<file path="config.mk">
export PLATFORM = sky130hd
export DESIGN_NAME = sgcr_regs
export DESIGN_NICKNAME = d
export VERILOG_FILES = /design/src/common/sgcr_pkg.sv /design/src/design/sgcr_regs.sv
export VERILOG_INCLUDE_DIRS = /design/src /design/src/common
export SDC_FILE = /design/constraint.sdc
export NUM_CORES = 1
export LEC_CHECK = 0
export BUFFER_PORTS_ARGS = -buffer_cell sky130_fd_sc_hd__buf_2
export CAP_MARGIN = 10
export CORE_MARGIN = 4
export CORE_UTILIZATION = 30
export DETAILED_ROUTE_END_ITERATION = 6
export PLACE_DENSITY = 0.55
export SLEW_MARGIN = 10
export SYNTH_ARGS = -nofsm -noshare
export SYNTH_HDL_FRONTEND = slang
export SYNTH_SLANG_ARGS = --single-unit
</file>
<file path="constraint.sdc">
create_clock -name aclk -period 5.9 [get_ports aclk]
set_clock_uncertainty 0.1 [all_clocks]
set_input_delay 0.59 -clock aclk [delete_from_list [all_inputs] [get_ports aclk]]
set_output_delay 0.59 -clock aclk [all_outputs]
set_load 0.02 [all_outputs]
</file>
<file path="src/common/sgcr_map.svh">
// register offsets, field positions, reset values and timing counts of the global control bank
// Operation
// - pass-all-frames bit forwards bad frames too, only together with sniffer mode
// - transmit flow control enable cleared: never generate a PAUSE frame
// - receive flow control enable cleared: ignore received PAUSE frames
// - length check set: drop frame when Length/Type below 1500 mismatches length
// - address aging runs only while aging enable is set
// - fast age enable selects the fast aging period of about 800us
// - aggressive back-off bit selects non-standard back-off in half duplex
// - mismatch discard set blocks all VLAN crossing; cleared lets known unicast cross
// - port mirroring is supported only while mismatch discard is set
// - storm disable set regulates broadcast only; cleared adds DA[40] multicast
// - backpressure mode set is carrier-sense based, cleared is collision based
// - fair mode may drop non-flow-controlled traffic; cleared flow-controls the other port
// - no-excessive-collision-drop cleared drops after 16 collisions, set keeps retrying
// - huge packet set accepts up to 1916 bytes, overriding size check
// - size check cleared 1536 limit; set 1522 tagged, 1518 untagged; strap reset
// - priority reserve keeps 48 buffers per port for q3 to q1, only in multi-queue mode
// - link-change aging ages fast within 800us, then returns to about 200 seconds
`ifndef SGCR_MAP_SVH
`define SGCR_MAP_SVH
`define SGCR_OFF_CTRL_ONE      8'h03
`define SGCR_OFF_CTRL_TWO      8'h04
`define SGCR_ADDR_CTRL_ONE     8'h0c
`define SGCR_ADDR_CTRL_TWO     8'h10
`define SGCR_ADDR_STATUS       8'h14
`define SGCR_RST_CTRL_ONE      8'h30
`define SGCR_RST_CTRL_TWO      8'hf1
`define SGCR_RESERVED_MASK_ONE 8'hbf
`define SGCR_B1_PASS_ALL       7
`define SGCR_B1_TX_FC          5
`define SGCR_B1_RX_FC          4
`define SGCR_B1_LEN_CHECK      3
`define SGCR_B1_AGING          2
`define SGCR_B1_FAST_AGE       1
`define SGCR_B1_AGGR_BACKOFF   0
`define SGCR_B2_VLAN_DISCARD   7
`define SGCR_B2_STORM_MC_OFF   6
`define SGCR_B2_BP_CARRIER     5
`define SGCR_B2_FAIR           4
`define SGCR_B2_NO_COL_DROP    3
`define SGCR_B2_HUGE           2
`define SGCR_B2_SIZE_CHECK     1
`define SGCR_B2_PRIO_RESERVE   0
`define SGCR_LEN_TYPE_LIMIT    11'd1500
`define SGCR_SIZE_HUGE         11'd1916
`define SGCR_SIZE_LEGACY       11'd1536
`define SGCR_SIZE_TAGGED       11'd1522
`define SGCR_SIZE_UNTAGGED     11'd1518
`define SGCR_COLLISION_LIMIT   5'd16
`define SGCR_RESERVE_BUFFERS   6'd48
`define SGCR_CLK_MHZ           20
`define SGCR_FAST_AGE_US       800
`define SGCR_NORMAL_AGE_S      200
`endif

</file>
<file path="src/common/sgcr_pkg.sv">
// types shared by the global control bank
package sgcr_pkg;
  typedef enum logic [2:0] {
    SGCR_AGE_OFF    = 3'b001,
    SGCR_AGE_NORMAL = 3'b010,
    SGCR_AGE_FAST   = 3'b100
  } sgcr_age_type;
  typedef enum logic [1:0] {
    SGCR_W_IDLE = 2'b01,
    SGCR_W_RESP = 2'b10
  } sgcr_wr_type;
endpackage : sgcr_pkg

</file>
<file path="src/design/sgcr_regs.sv">
// global control registers one and two with AXI4-Lite access and decoded policy outputs
`timescale 1ns/10ps
`default_nettype none
`include "sgcr_map.svh"
module sgcr_regs
  import sgcr_pkg::*;
#(
  parameter int unsigned NORMAL_AGE_CYCLES = `SGCR_NORMAL_AGE_S * `SGCR_CLK_MHZ * 32'd1000000
) (
  input  wire logic        aclk,
  input  wire logic        aresetn,
  input  wire logic [7:0]  s_axi_awaddr,
  input  wire logic        s_axi_awvalid,
  output logic             s_axi_awready,
  input  wire logic [31:0] s_axi_wdata,
  input  wire logic [3:0]  s_axi_wstrb,
  input  wire logic        s_axi_wvalid,
  output logic             s_axi_wready,
  output logic [1:0]       s_axi_bresp,
  output logic             s_axi_bvalid,
  input  wire logic        s_axi_bready,
  input  wire logic [7:0]  s_axi_araddr,
  input  wire logic        s_axi_arvalid,
  output logic             s_axi_arready,
  output logic [31:0]      s_axi_rdata,
  output logic [1:0]       s_axi_rresp,
  output logic             s_axi_rvalid,
  input  wire logic        s_axi_rready,
  input  wire logic        switch_port_rx_strap_bit0,
  input  wire logic        sniffer_mode,
  input  wire logic        link_lost,
  input  wire logic        bad_frame,
  input  wire logic        len_mismatch,
  input  wire logic [10:0] len_type,
  input  wire logic        rx_pause,
  input  wire logic        tx_pause_req,
  input  wire logic        known_unicast,
  input  wire logic        da_broadcast,
  input  wire logic        da_bit40,
  input  wire logic [10:0] frame_size,
  input  wire logic        frame_tagged,
  input  wire logic [4:0]  collision_count,
  input  wire logic        multi_queue,
  output logic             forward_bad,
  output logic             gen_pause,
  output logic             honor_pause,
  output logic             drop_length,
  output logic             drop_size,
  output logic             age_tick,
  output logic             aggr_backoff,
  output logic             vlan_cross_ok,
  output logic             mirror_ok,
  output logic             storm_regulate,
  output logic             bp_carrier,
  output logic             fair_drop,
  output logic             excess_col_drop,
  output logic [5:0]       high_prio_reserve
);
  localparam int unsigned FAST_AGE_CYCLES = `SGCR_FAST_AGE_US * `SGCR_CLK_MHZ;

  if (NORMAL_AGE_CYCLES <= FAST_AGE_CYCLES) begin : g_age_check
    $error("normal aging must be longer than fast aging");
  end

  logic [7:0]   ctrl_one;
  logic [7:0]   ctrl_two;
  logic         aw_held;
  logic         w_held;
  logic [7:0]   aw_addr;
  logic [7:0]   w_data;
  logic         w_lane0;
  sgcr_wr_type  wr_state;
  sgcr_age_type age_state;
  logic         link_age;
  logic [31:0]  age_count;
  logic         strap_meta;
  logic         strap_sync;
  logic         strap_taken;

  // ************************************************************
  // strap capture
  // ************************************************************
  // the strap is a pin: synchronise, then catch it once after reset release
  always_ff @(posedge aclk) begin
    strap_meta <= switch_port_rx_strap_bit0;
    strap_sync <= strap_meta;
  end

  // ************************************************************
  // write channel
  // ************************************************************
  always_ff @(posedge aclk) begin
    if (!aresetn) begin
      aw_held  <= 1'b0;
      w_held   <= 1'b0;
      aw_addr  <= 8'h00;
      w_data   <= 8'h00;
      w_lane0  <= 1'b0;
      wr_state <= SGCR_W_IDLE;
      s_axi_bvalid <= 1'b0;
      s_axi_bresp  <= 2'h0;
    end else begin
      case (wr_state)
        SGCR_W_IDLE: begin
          if (s_axi_awvalid && s_axi_awready) begin
            aw_held <= 1'b1;
            aw_addr <= s_axi_awaddr;
          end
          if (s_axi_wvalid && s_axi_wready) begin
            w_held  <= 1'b1;
            w_data  <= s_axi_wdata[7:0];
            w_lane0 <= s_axi_wstrb[0];
          end
          if (aw_held && w_held) begin
            aw_held      <= 1'b0;
            w_held       <= 1'b0;
            s_axi_bvalid <= 1'b1;
            s_axi_bresp  <= (aw_addr[7:2] == `SGCR_ADDR_CTRL_ONE >> 2 || aw_addr[7:2] == `SGCR_ADDR_CTRL_TWO >> 2
                            || aw_addr[7:2] == `SGCR_ADDR_STATUS >> 2) ? 2'h0 : 2'h3;
            wr_state     <= SGCR_W_RESP;
          end
        end
        SGCR_W_RESP: begin
          if (s_axi_bready) begin
            s_axi_bvalid <= 1'b0;
            wr_state     <= SGCR_W_IDLE;
          end
        end
        default: wr_state <= SGCR_W_IDLE;
      endcase
    end
  end

  always_ff @(posedge aclk) begin
    if (!aresetn) begin
      s_axi_awready <= 1'b0;
      s_axi_wready  <= 1'b0;
    end else begin
      s_axi_awready <= (wr_state == SGCR_W_IDLE) && !aw_held && !(s_axi_awvalid && s_axi_awready);
      s_axi_wready  <= (wr_state == SGCR_W_IDLE) && !w_held && !(s_axi_wvalid && s_axi_wready);
    end
  end

  // ************************************************************
  // control registers
  // ************************************************************
  always_ff @(posedge aclk) begin
    if (!aresetn) begin
      ctrl_one    <= `SGCR_RST_CTRL_ONE;
      ctrl_two    <= `SGCR_RST_CTRL_TWO;
      strap_taken <= 1'b0;
    end else begin
      if (!strap_taken) begin
        strap_taken <= 1'b1;
        ctrl_two[`SGCR_B2_SIZE_CHECK] <= strap_sync;
      end
      if (wr_state == SGCR_W_IDLE && aw_held && w_held && w_lane0) begin
        if (aw_addr[7:2] == `SGCR_ADDR_CTRL_ONE >> 2) begin
          // reserved bit is kept at zero whatever software writes
          ctrl_one <= w_data & `SGCR_RESERVED_MASK_ONE;
        end
        if (aw_addr[7:2] == `SGCR_ADDR_CTRL_TWO >> 2) begin
          ctrl_two <= w_data;
        end
      end
    end
  end

  // ************************************************************
  // read channel
  // ************************************************************
  always_ff @(posedge aclk) begin
    if (!aresetn) begin
      s_axi_arready <= 1'b0;
      s_axi_rvalid  <= 1'b0;
      s_axi_rdata   <= 32'h00000000;
      s_axi_rresp   <= 2'h0;
    end else begin
      s_axi_arready <= !s_axi_rvalid && !(s_axi_arvalid && s_axi_arready);
      if (s_axi_arvalid && s_axi_arready) begin
        s_axi_rvalid <= 1'b1;
        s_axi_rresp  <= 2'h0;
        case (s_axi_araddr[7:2])
          `SGCR_ADDR_CTRL_ONE >> 2: s_axi_rdata <= {24'h000000, ctrl_one};
          `SGCR_ADDR_CTRL_TWO >> 2: s_axi_rdata <= {24'h000000, ctrl_two};
          `SGCR_ADDR_STATUS >> 2:   s_axi_rdata <= {29'h00000000, age_state};
          default: begin
            s_axi_rdata <= 32'h00000000;
            s_axi_rresp <= 2'h3;
          end
        endcase
      end else if (s_axi_rvalid && s_axi_rready) begin
        s_axi_rvalid <= 1'b0;
      end
    end
  end

  // ************************************************************
  // aging timer
  // ************************************************************
  always_ff @(posedge aclk) begin
    if (!aresetn) begin
      link_age <= 1'b0;
    end else if (link_lost) begin
      link_age <= 1'b1;
    end else if (age_tick) begin
      link_age <= 1'b0;
    end
  end

  always_ff @(posedge aclk) begin
    if (!aresetn) begin
      age_state <= SGCR_AGE_OFF;
      age_count <= 32'h00000000;
      age_tick  <= 1'b0;
    end else begin
      age_tick <= 1'b0;
      case (age_state)
        SGCR_AGE_OFF: age_count <= 32'h00000000;
        SGCR_AGE_NORMAL, SGCR_AGE_FAST: begin
          if ((age_state == SGCR_AGE_FAST && age_count >= FAST_AGE_CYCLES - 1)
              || age_count >= NORMAL_AGE_CYCLES - 1) begin
            age_count <= 32'h00000000;
            age_tick  <= 1'b1;
          end else begin
            age_count <= age_count + 32'h00000001;
          end
        end
        default: age_count <= 32'h00000000;
      endcase
      if (!ctrl_one[`SGCR_B1_AGING]) begin
        age_state <= SGCR_AGE_OFF;
      end else if (ctrl_one[`SGCR_B1_FAST_AGE] || link_age) begin
        age_state <= SGCR_AGE_FAST;
      end else begin
        age_state <= SGCR_AGE_NORMAL;
      end
    end
  end

  // ************************************************************
  // decoded policy
  // ************************************************************
  always_ff @(posedge aclk) begin
    if (!aresetn) begin
      forward_bad       <= 1'b0;
      gen_pause         <= 1'b0;
      honor_pause       <= 1'b0;
      drop_length       <= 1'b0;
      drop_size         <= 1'b0;
      aggr_backoff      <= 1'b0;
      vlan_cross_ok     <= 1'b0;
      mirror_ok         <= 1'b0;
      storm_regulate    <= 1'b0;
      bp_carrier        <= 1'b0;
      fair_drop         <= 1'b0;
      excess_col_drop   <= 1'b0;
      high_prio_reserve <= 6'h00;
    end else begin
      forward_bad    <= bad_frame && ctrl_one[`SGCR_B1_PASS_ALL] && sniffer_mode;
      gen_pause      <= tx_pause_req && ctrl_one[`SGCR_B1_TX_FC];
      honor_pause    <= rx_pause && ctrl_one[`SGCR_B1_RX_FC];
      drop_length    <= ctrl_one[`SGCR_B1_LEN_CHECK] && len_type < `SGCR_LEN_TYPE_LIMIT && len_mismatch;
      if (ctrl_two[`SGCR_B2_HUGE]) begin
        drop_size <= frame_size > `SGCR_SIZE_HUGE;
      end else if (ctrl_two[`SGCR_B2_SIZE_CHECK]) begin
        drop_size <= frame_size > (frame_tagged ? `SGCR_SIZE_TAGGED : `SGCR_SIZE_UNTAGGED);
      end else begin
        drop_size <= frame_size > `SGCR_SIZE_LEGACY;
      end
      aggr_backoff   <= ctrl_one[`SGCR_B1_AGGR_BACKOFF];
      vlan_cross_ok  <= !ctrl_two[`SGCR_B2_VLAN_DISCARD] && known_unicast;
      mirror_ok      <= ctrl_two[`SGCR_B2_VLAN_DISCARD];
      storm_regulate <= da_broadcast || (!ctrl_two[`SGCR_B2_STORM_MC_OFF] && da_bit40);
      bp_carrier     <= ctrl_two[`SGCR_B2_BP_CARRIER];
      fair_drop      <= ctrl_two[`SGCR_B2_FAIR];
      excess_col_drop <= !ctrl_two[`SGCR_B2_NO_COL_DROP] && collision_count >= `SGCR_COLLISION_LIMIT;
      high_prio_reserve <= (ctrl_two[`SGCR_B2_PRIO_RESERVE] && multi_queue) ? `SGCR_RESERVE_BUFFERS : 6'h00;
    end
  end

  // ************************************************************
  // assertions
  // ************************************************************
  a_pass_all_gate: assert property (@(posedge aclk) disable iff (!aresetn)
    forward_bad |-> $past(ctrl_one[7] && sniffer_mode)) else $error("bad frame forwarded without enable");
  a_tx_pause_off: assert property (@(posedge aclk) disable iff (!aresetn)
    $past(!ctrl_one[5]) |-> !gen_pause) else $error("pause generated while disabled");
  a_rx_pause_off: assert property (@(posedge aclk) disable iff (!aresetn)
    $past(!ctrl_one[4]) |-> !honor_pause) else $error("pause honoured while disabled");
  a_len_drop: assert property (@(posedge aclk) disable iff (!aresetn)
    drop_length |-> $past(len_type) < 11'd1500) else $error("length drop above limit");
  a_aging_off: assert property (@(posedge aclk) disable iff (!aresetn)
    !ctrl_one[2] [*3] |-> age_state == SGCR_AGE_OFF && !age_tick) else $error("aging while disabled");
  a_huge_size: assert property (@(posedge aclk) disable iff (!aresetn)
    $past(ctrl_two[2]) && $past(frame_size) == 11'd1916 |-> !drop_size) else $error("1916 byte frame dropped");
  a_size_tagged: assert property (@(posedge aclk) disable iff (!aresetn)
    $past(ctrl_two[2:1] == 2'b01 && frame_tagged && frame_size == 11'd1523) |-> drop_size)
    else $error("oversize tagged frame kept");
  a_vlan_block: assert property (@(posedge aclk) disable iff (!aresetn)
    $past(ctrl_two[7]) |-> !vlan_cross_ok) else $error("vlan crossing while discard set");
  a_collision_drop: assert property (@(posedge aclk) disable iff (!aresetn)
    $past(!ctrl_two[3] && collision_count == 5'd16) |-> excess_col_drop) else $error("16 collisions not dropped");
  a_reserved_zero: assert property (@(posedge aclk) disable iff (!aresetn)
    !ctrl_one[6]) else $error("reserved bit set");
endmodule : sgcr_regs
`default_nettype wire

</file>
==> flow_metrics.env <==
export IMPL_syn_area_per_cell_um2=8.91
export IMPL_grt_max_degree=58
export IMPL_antenna_found_initial=1
export IMPL_cts_inserted_buffers=9
export IMPL_synth_area_leaders="dfxtp_1 (45%), nand2_1 (5.8%), buf_4 (5.3%)"
export IMPL_post_dp_hpwl_um=7500
export IMPL_cts_buffer_depth=2
export IMPL_dpl_cell_area_um2=4960
export IMPL_synth_cell_types=49
export IMPL_die_h_um=131
export IMPL_vias_per_cell=4.69
export IMPL_via_count=3633
export IMPL_fmax_mhz=442
export IMPL_met3_usage_pct=3.98
export IMPL_n_antenna_cell=0
export IMPL_ys_warn_count=0
export IMPL_wl_um=10200
export IMPL_final_period_utilization_pct=38.4
export IMPL_grt_pass1_wl_um=16500
export IMPL_htree_levels=3
export IMPL_vdd_ir_drop_max_uv=150
export IMPL_relSlewSlack_pct=40.0
export IMPL_route_detailed_drc=0
export IMPL_fin_setup_tns_ps=0
export IMPL_setup_viol=0
export IMPL_synth_edf_count=0
export IMPL_syn2layout_area_growth_pct=17.5
export IMPL_clock_root_buffer="clkbuf_16"
export IMPL_async_reset_ff_share_pct=0
export IMPL_syn_cell_area_um2=4500
export IMPL_yosys_area_top_type="dfxtp_1"
export IMPL_synth_seq_area_share_pct=45.4
export IMPL_fp_row_count=44
export IMPL_critPathKind="reg -> reg"
export IMPL_drtAntennaViolNets=0
export IMPL_port_buffers=92
export IMPL_post_cts_buffers=0
export IMPL_clk_pin_slew_ps=70
export IMPL_tightest_slew_ps=901
export IMPL_powerDensity_nw_per_um2=275
export IMPL_cap_violations=0
export IMPL_insertion_delay_ps=350
export IMPL_synth_seq_cells=102
export IMPL_synth_ff_type="dfxtp_1"
export IMPL_grt_util_met2_pct=20.7
export IMPL_first_iter_violations=200
export IMPL_final_area_um2=5290
export IMPL_cts_resized=0
export IMPL_yosysTopAreaCellShare_pct=45.4
export IMPL_period_needed_ps=2260
export IMPL_io_pin_count=158
export IMPL_end_kind="flop"
export IMPL_rsz0062_at_grt="false"
export IMPL_busiest_layer="met2"
export IMPL_drive_gt1_share_pct=19.3
export IMPL_power_leakage_uw=0.00221
export IMPL_cts_tree="built"
export IMPL_met1_usage_pct=14.9
export IMPL_required_ps=6000
export IMPL_critPathMaxFanout=20
export IMPL_start_util_pct=30.7
export IMPL_startpoint_type="flop"
export IMPL_grt_overflow_total=0
export IMPL_grtUsageTotal_pct=12.2
export IMPL_wl_per_cell_um=13.1
export IMPL_grt_pass1_vias=3511
export IMPL_coreArea_um2=14600
export IMPL_n_fill_cell=1527
export IMPL_nets=688
export IMPL_slew_violations=0
export IMPL_dr_pass1_iters=4
export IMPL_die_w_um=131
export IMPL_arrival_ps=2360
export IMPL_cts_sinks=102
export IMPL_synthCells=505
export IMPL_fin_util_pct=36.1
export IMPL_hp_class="reg -> reg"
export IMPL_status="finished, final reports clean"
export IMPL_die_area_um2=17000
export IMPL_finalWeightedCongestion=0.843
export IMPL_postCtsHoldBufs=0
export IMPL_hold_violations=0
stage by stage:
step | hold slack (ps) | worst slack [ps] | cells | total power (µW)
floorplan | 210 | 3940 | 532 | 802
global placement | 218 | 3080 | 759 | 824
detailed placement | 227 | 3030 | 759 | 827
CTS | 227 | 3430 | 775 | 1470
global route | 226 | 3350 | 775 | 1510
finish | 237 | 3640 | 775 | 1450
final cells by class:
class | instances | area, µm² | area share [%]
Inverter | 7 | 26.3 | 0.497
Sequential cell | 102 | 2040 | 38.6
Clock inverter | 6 | 93.8 | 1.77
Timing Repair Buffer | 93 | 468 | 8.85
Clock buffer | 10 | 229 | 4.33
Tap cell | 184 | 230 | 4.35
Multi-Input combinational cell | 373 | 2200 | 41.6
placed cells by master, fill, tap and decap left out, types with 3 or more instances in the layout:
master,Yosys,routed
nor2b_1,13,13
xor2_1,22,22
a21boi_0,17,17
nand4_1,18,18
dfxtp_1,102,102
clkbuf_16,0,9
conb_1,1,28
mux2i_1,18,18
a22oi_1,4,4
nor2_1,27,27
o21ai_1,3,3
xnor2_1,8,8
nor3_1,40,40
nand3b_1,3,3
ha_1,4,4
buf_2,0,92
and2_1,9,9
nand3_1,18,18
o21ai_0,9,9
nand2_1,70,70
and4_1,4,4
o21a_1,4,4
inv_1,7,7
and3_1,11,11
nor4_1,5,5
a21oi_1,10,10
path summary, 6_finish.rpt:
| check | startpoint | end | slack (ps) | cells after the start |
|---|---|---|---|---|
| min reg2reg | strap_meta$_DFF_P_ | strap_sync$_DFF_P_ | 240 | 0 |
| max reg2reg | age_count[4]$_SDFF_PP0_ | age_count[14]$_SDFF_PP0_ | 3640 | 6 |
| max | age_count[4]$_SDFF_PP0_ | age_count[14]$_SDFF_PP0_ | 3640 | 6 |
| min | strap_meta$_DFF_P_ | strap_sync$_DFF_P_ | 240 | 0 |
sequential cells by signal, summed over array words and instances (netlist names), 2 cells and up:
register     count
age_count       32
ctrl_two         8
s_axi_rdata      8
w_data           8
ctrl_one         7
aw_addr          6
age_state        3
wr_state         2
per-layer routing:
metal,part of all wire (%),vias to the layer above,routed length [µm]
met5,0.069,-,7
met4,0.85,2,86
met3,5.3,8,539
met2,49,84,4950
met1,45,1676,4570
li1,-,1863,-
cell families after synthesis:
group | count (synthesis) | share of synthesized area [%]
AOI/OAI and AO/OA | 61 | 9.26
and+or+nand+nor | 232 | 26.3
xor gates and xnor gates | 30 | 5.84
DFF | 102 | 45.4
muxes | 18 | 4.00
other | 1 | 0.0833
adders and majority gates | 4 | 1.11
buffers and inverters | 57 | 8.09
Yosys cell counts (all sizes together) (2+ instances only):
master / number
a211oi: 3
a21boi: 17
a21oi: 10
a22oi: 4
and2: 9
and3: 11
and4: 4
and4b: 2
buf: 37
clkbuf: 13
dfxtp: 102
ha: 4
inv: 7
mux2i: 18
nand2: 70
nand2b: 3
nand3: 18
nand3b: 3
nand4: 18
nor2: 27
nor2b: 13
nor3: 41
nor3b: 2
nor4: 6
o211ai: 2
o21a: 4
o21ai: 13
or3: 2
xnor2: 8
xor2: 22
report_power, final:
group          switching (µW)  internal [µW]  total (µW)
clock network             268            376         644
registers                9.41            703         713
logic                    60.7           36.4        97.1
total                     339           1120        1450
critical path, cell delays in order, from the launching register on:
cell      delay [ps]
dfxtp_1          390
nand4_1          260
o21ai_0          330
a211oi_2         130
o21ai_2          480
buf_4            340
nor3_1            80
Note: power is estimated with default switching activity, not from simulation.
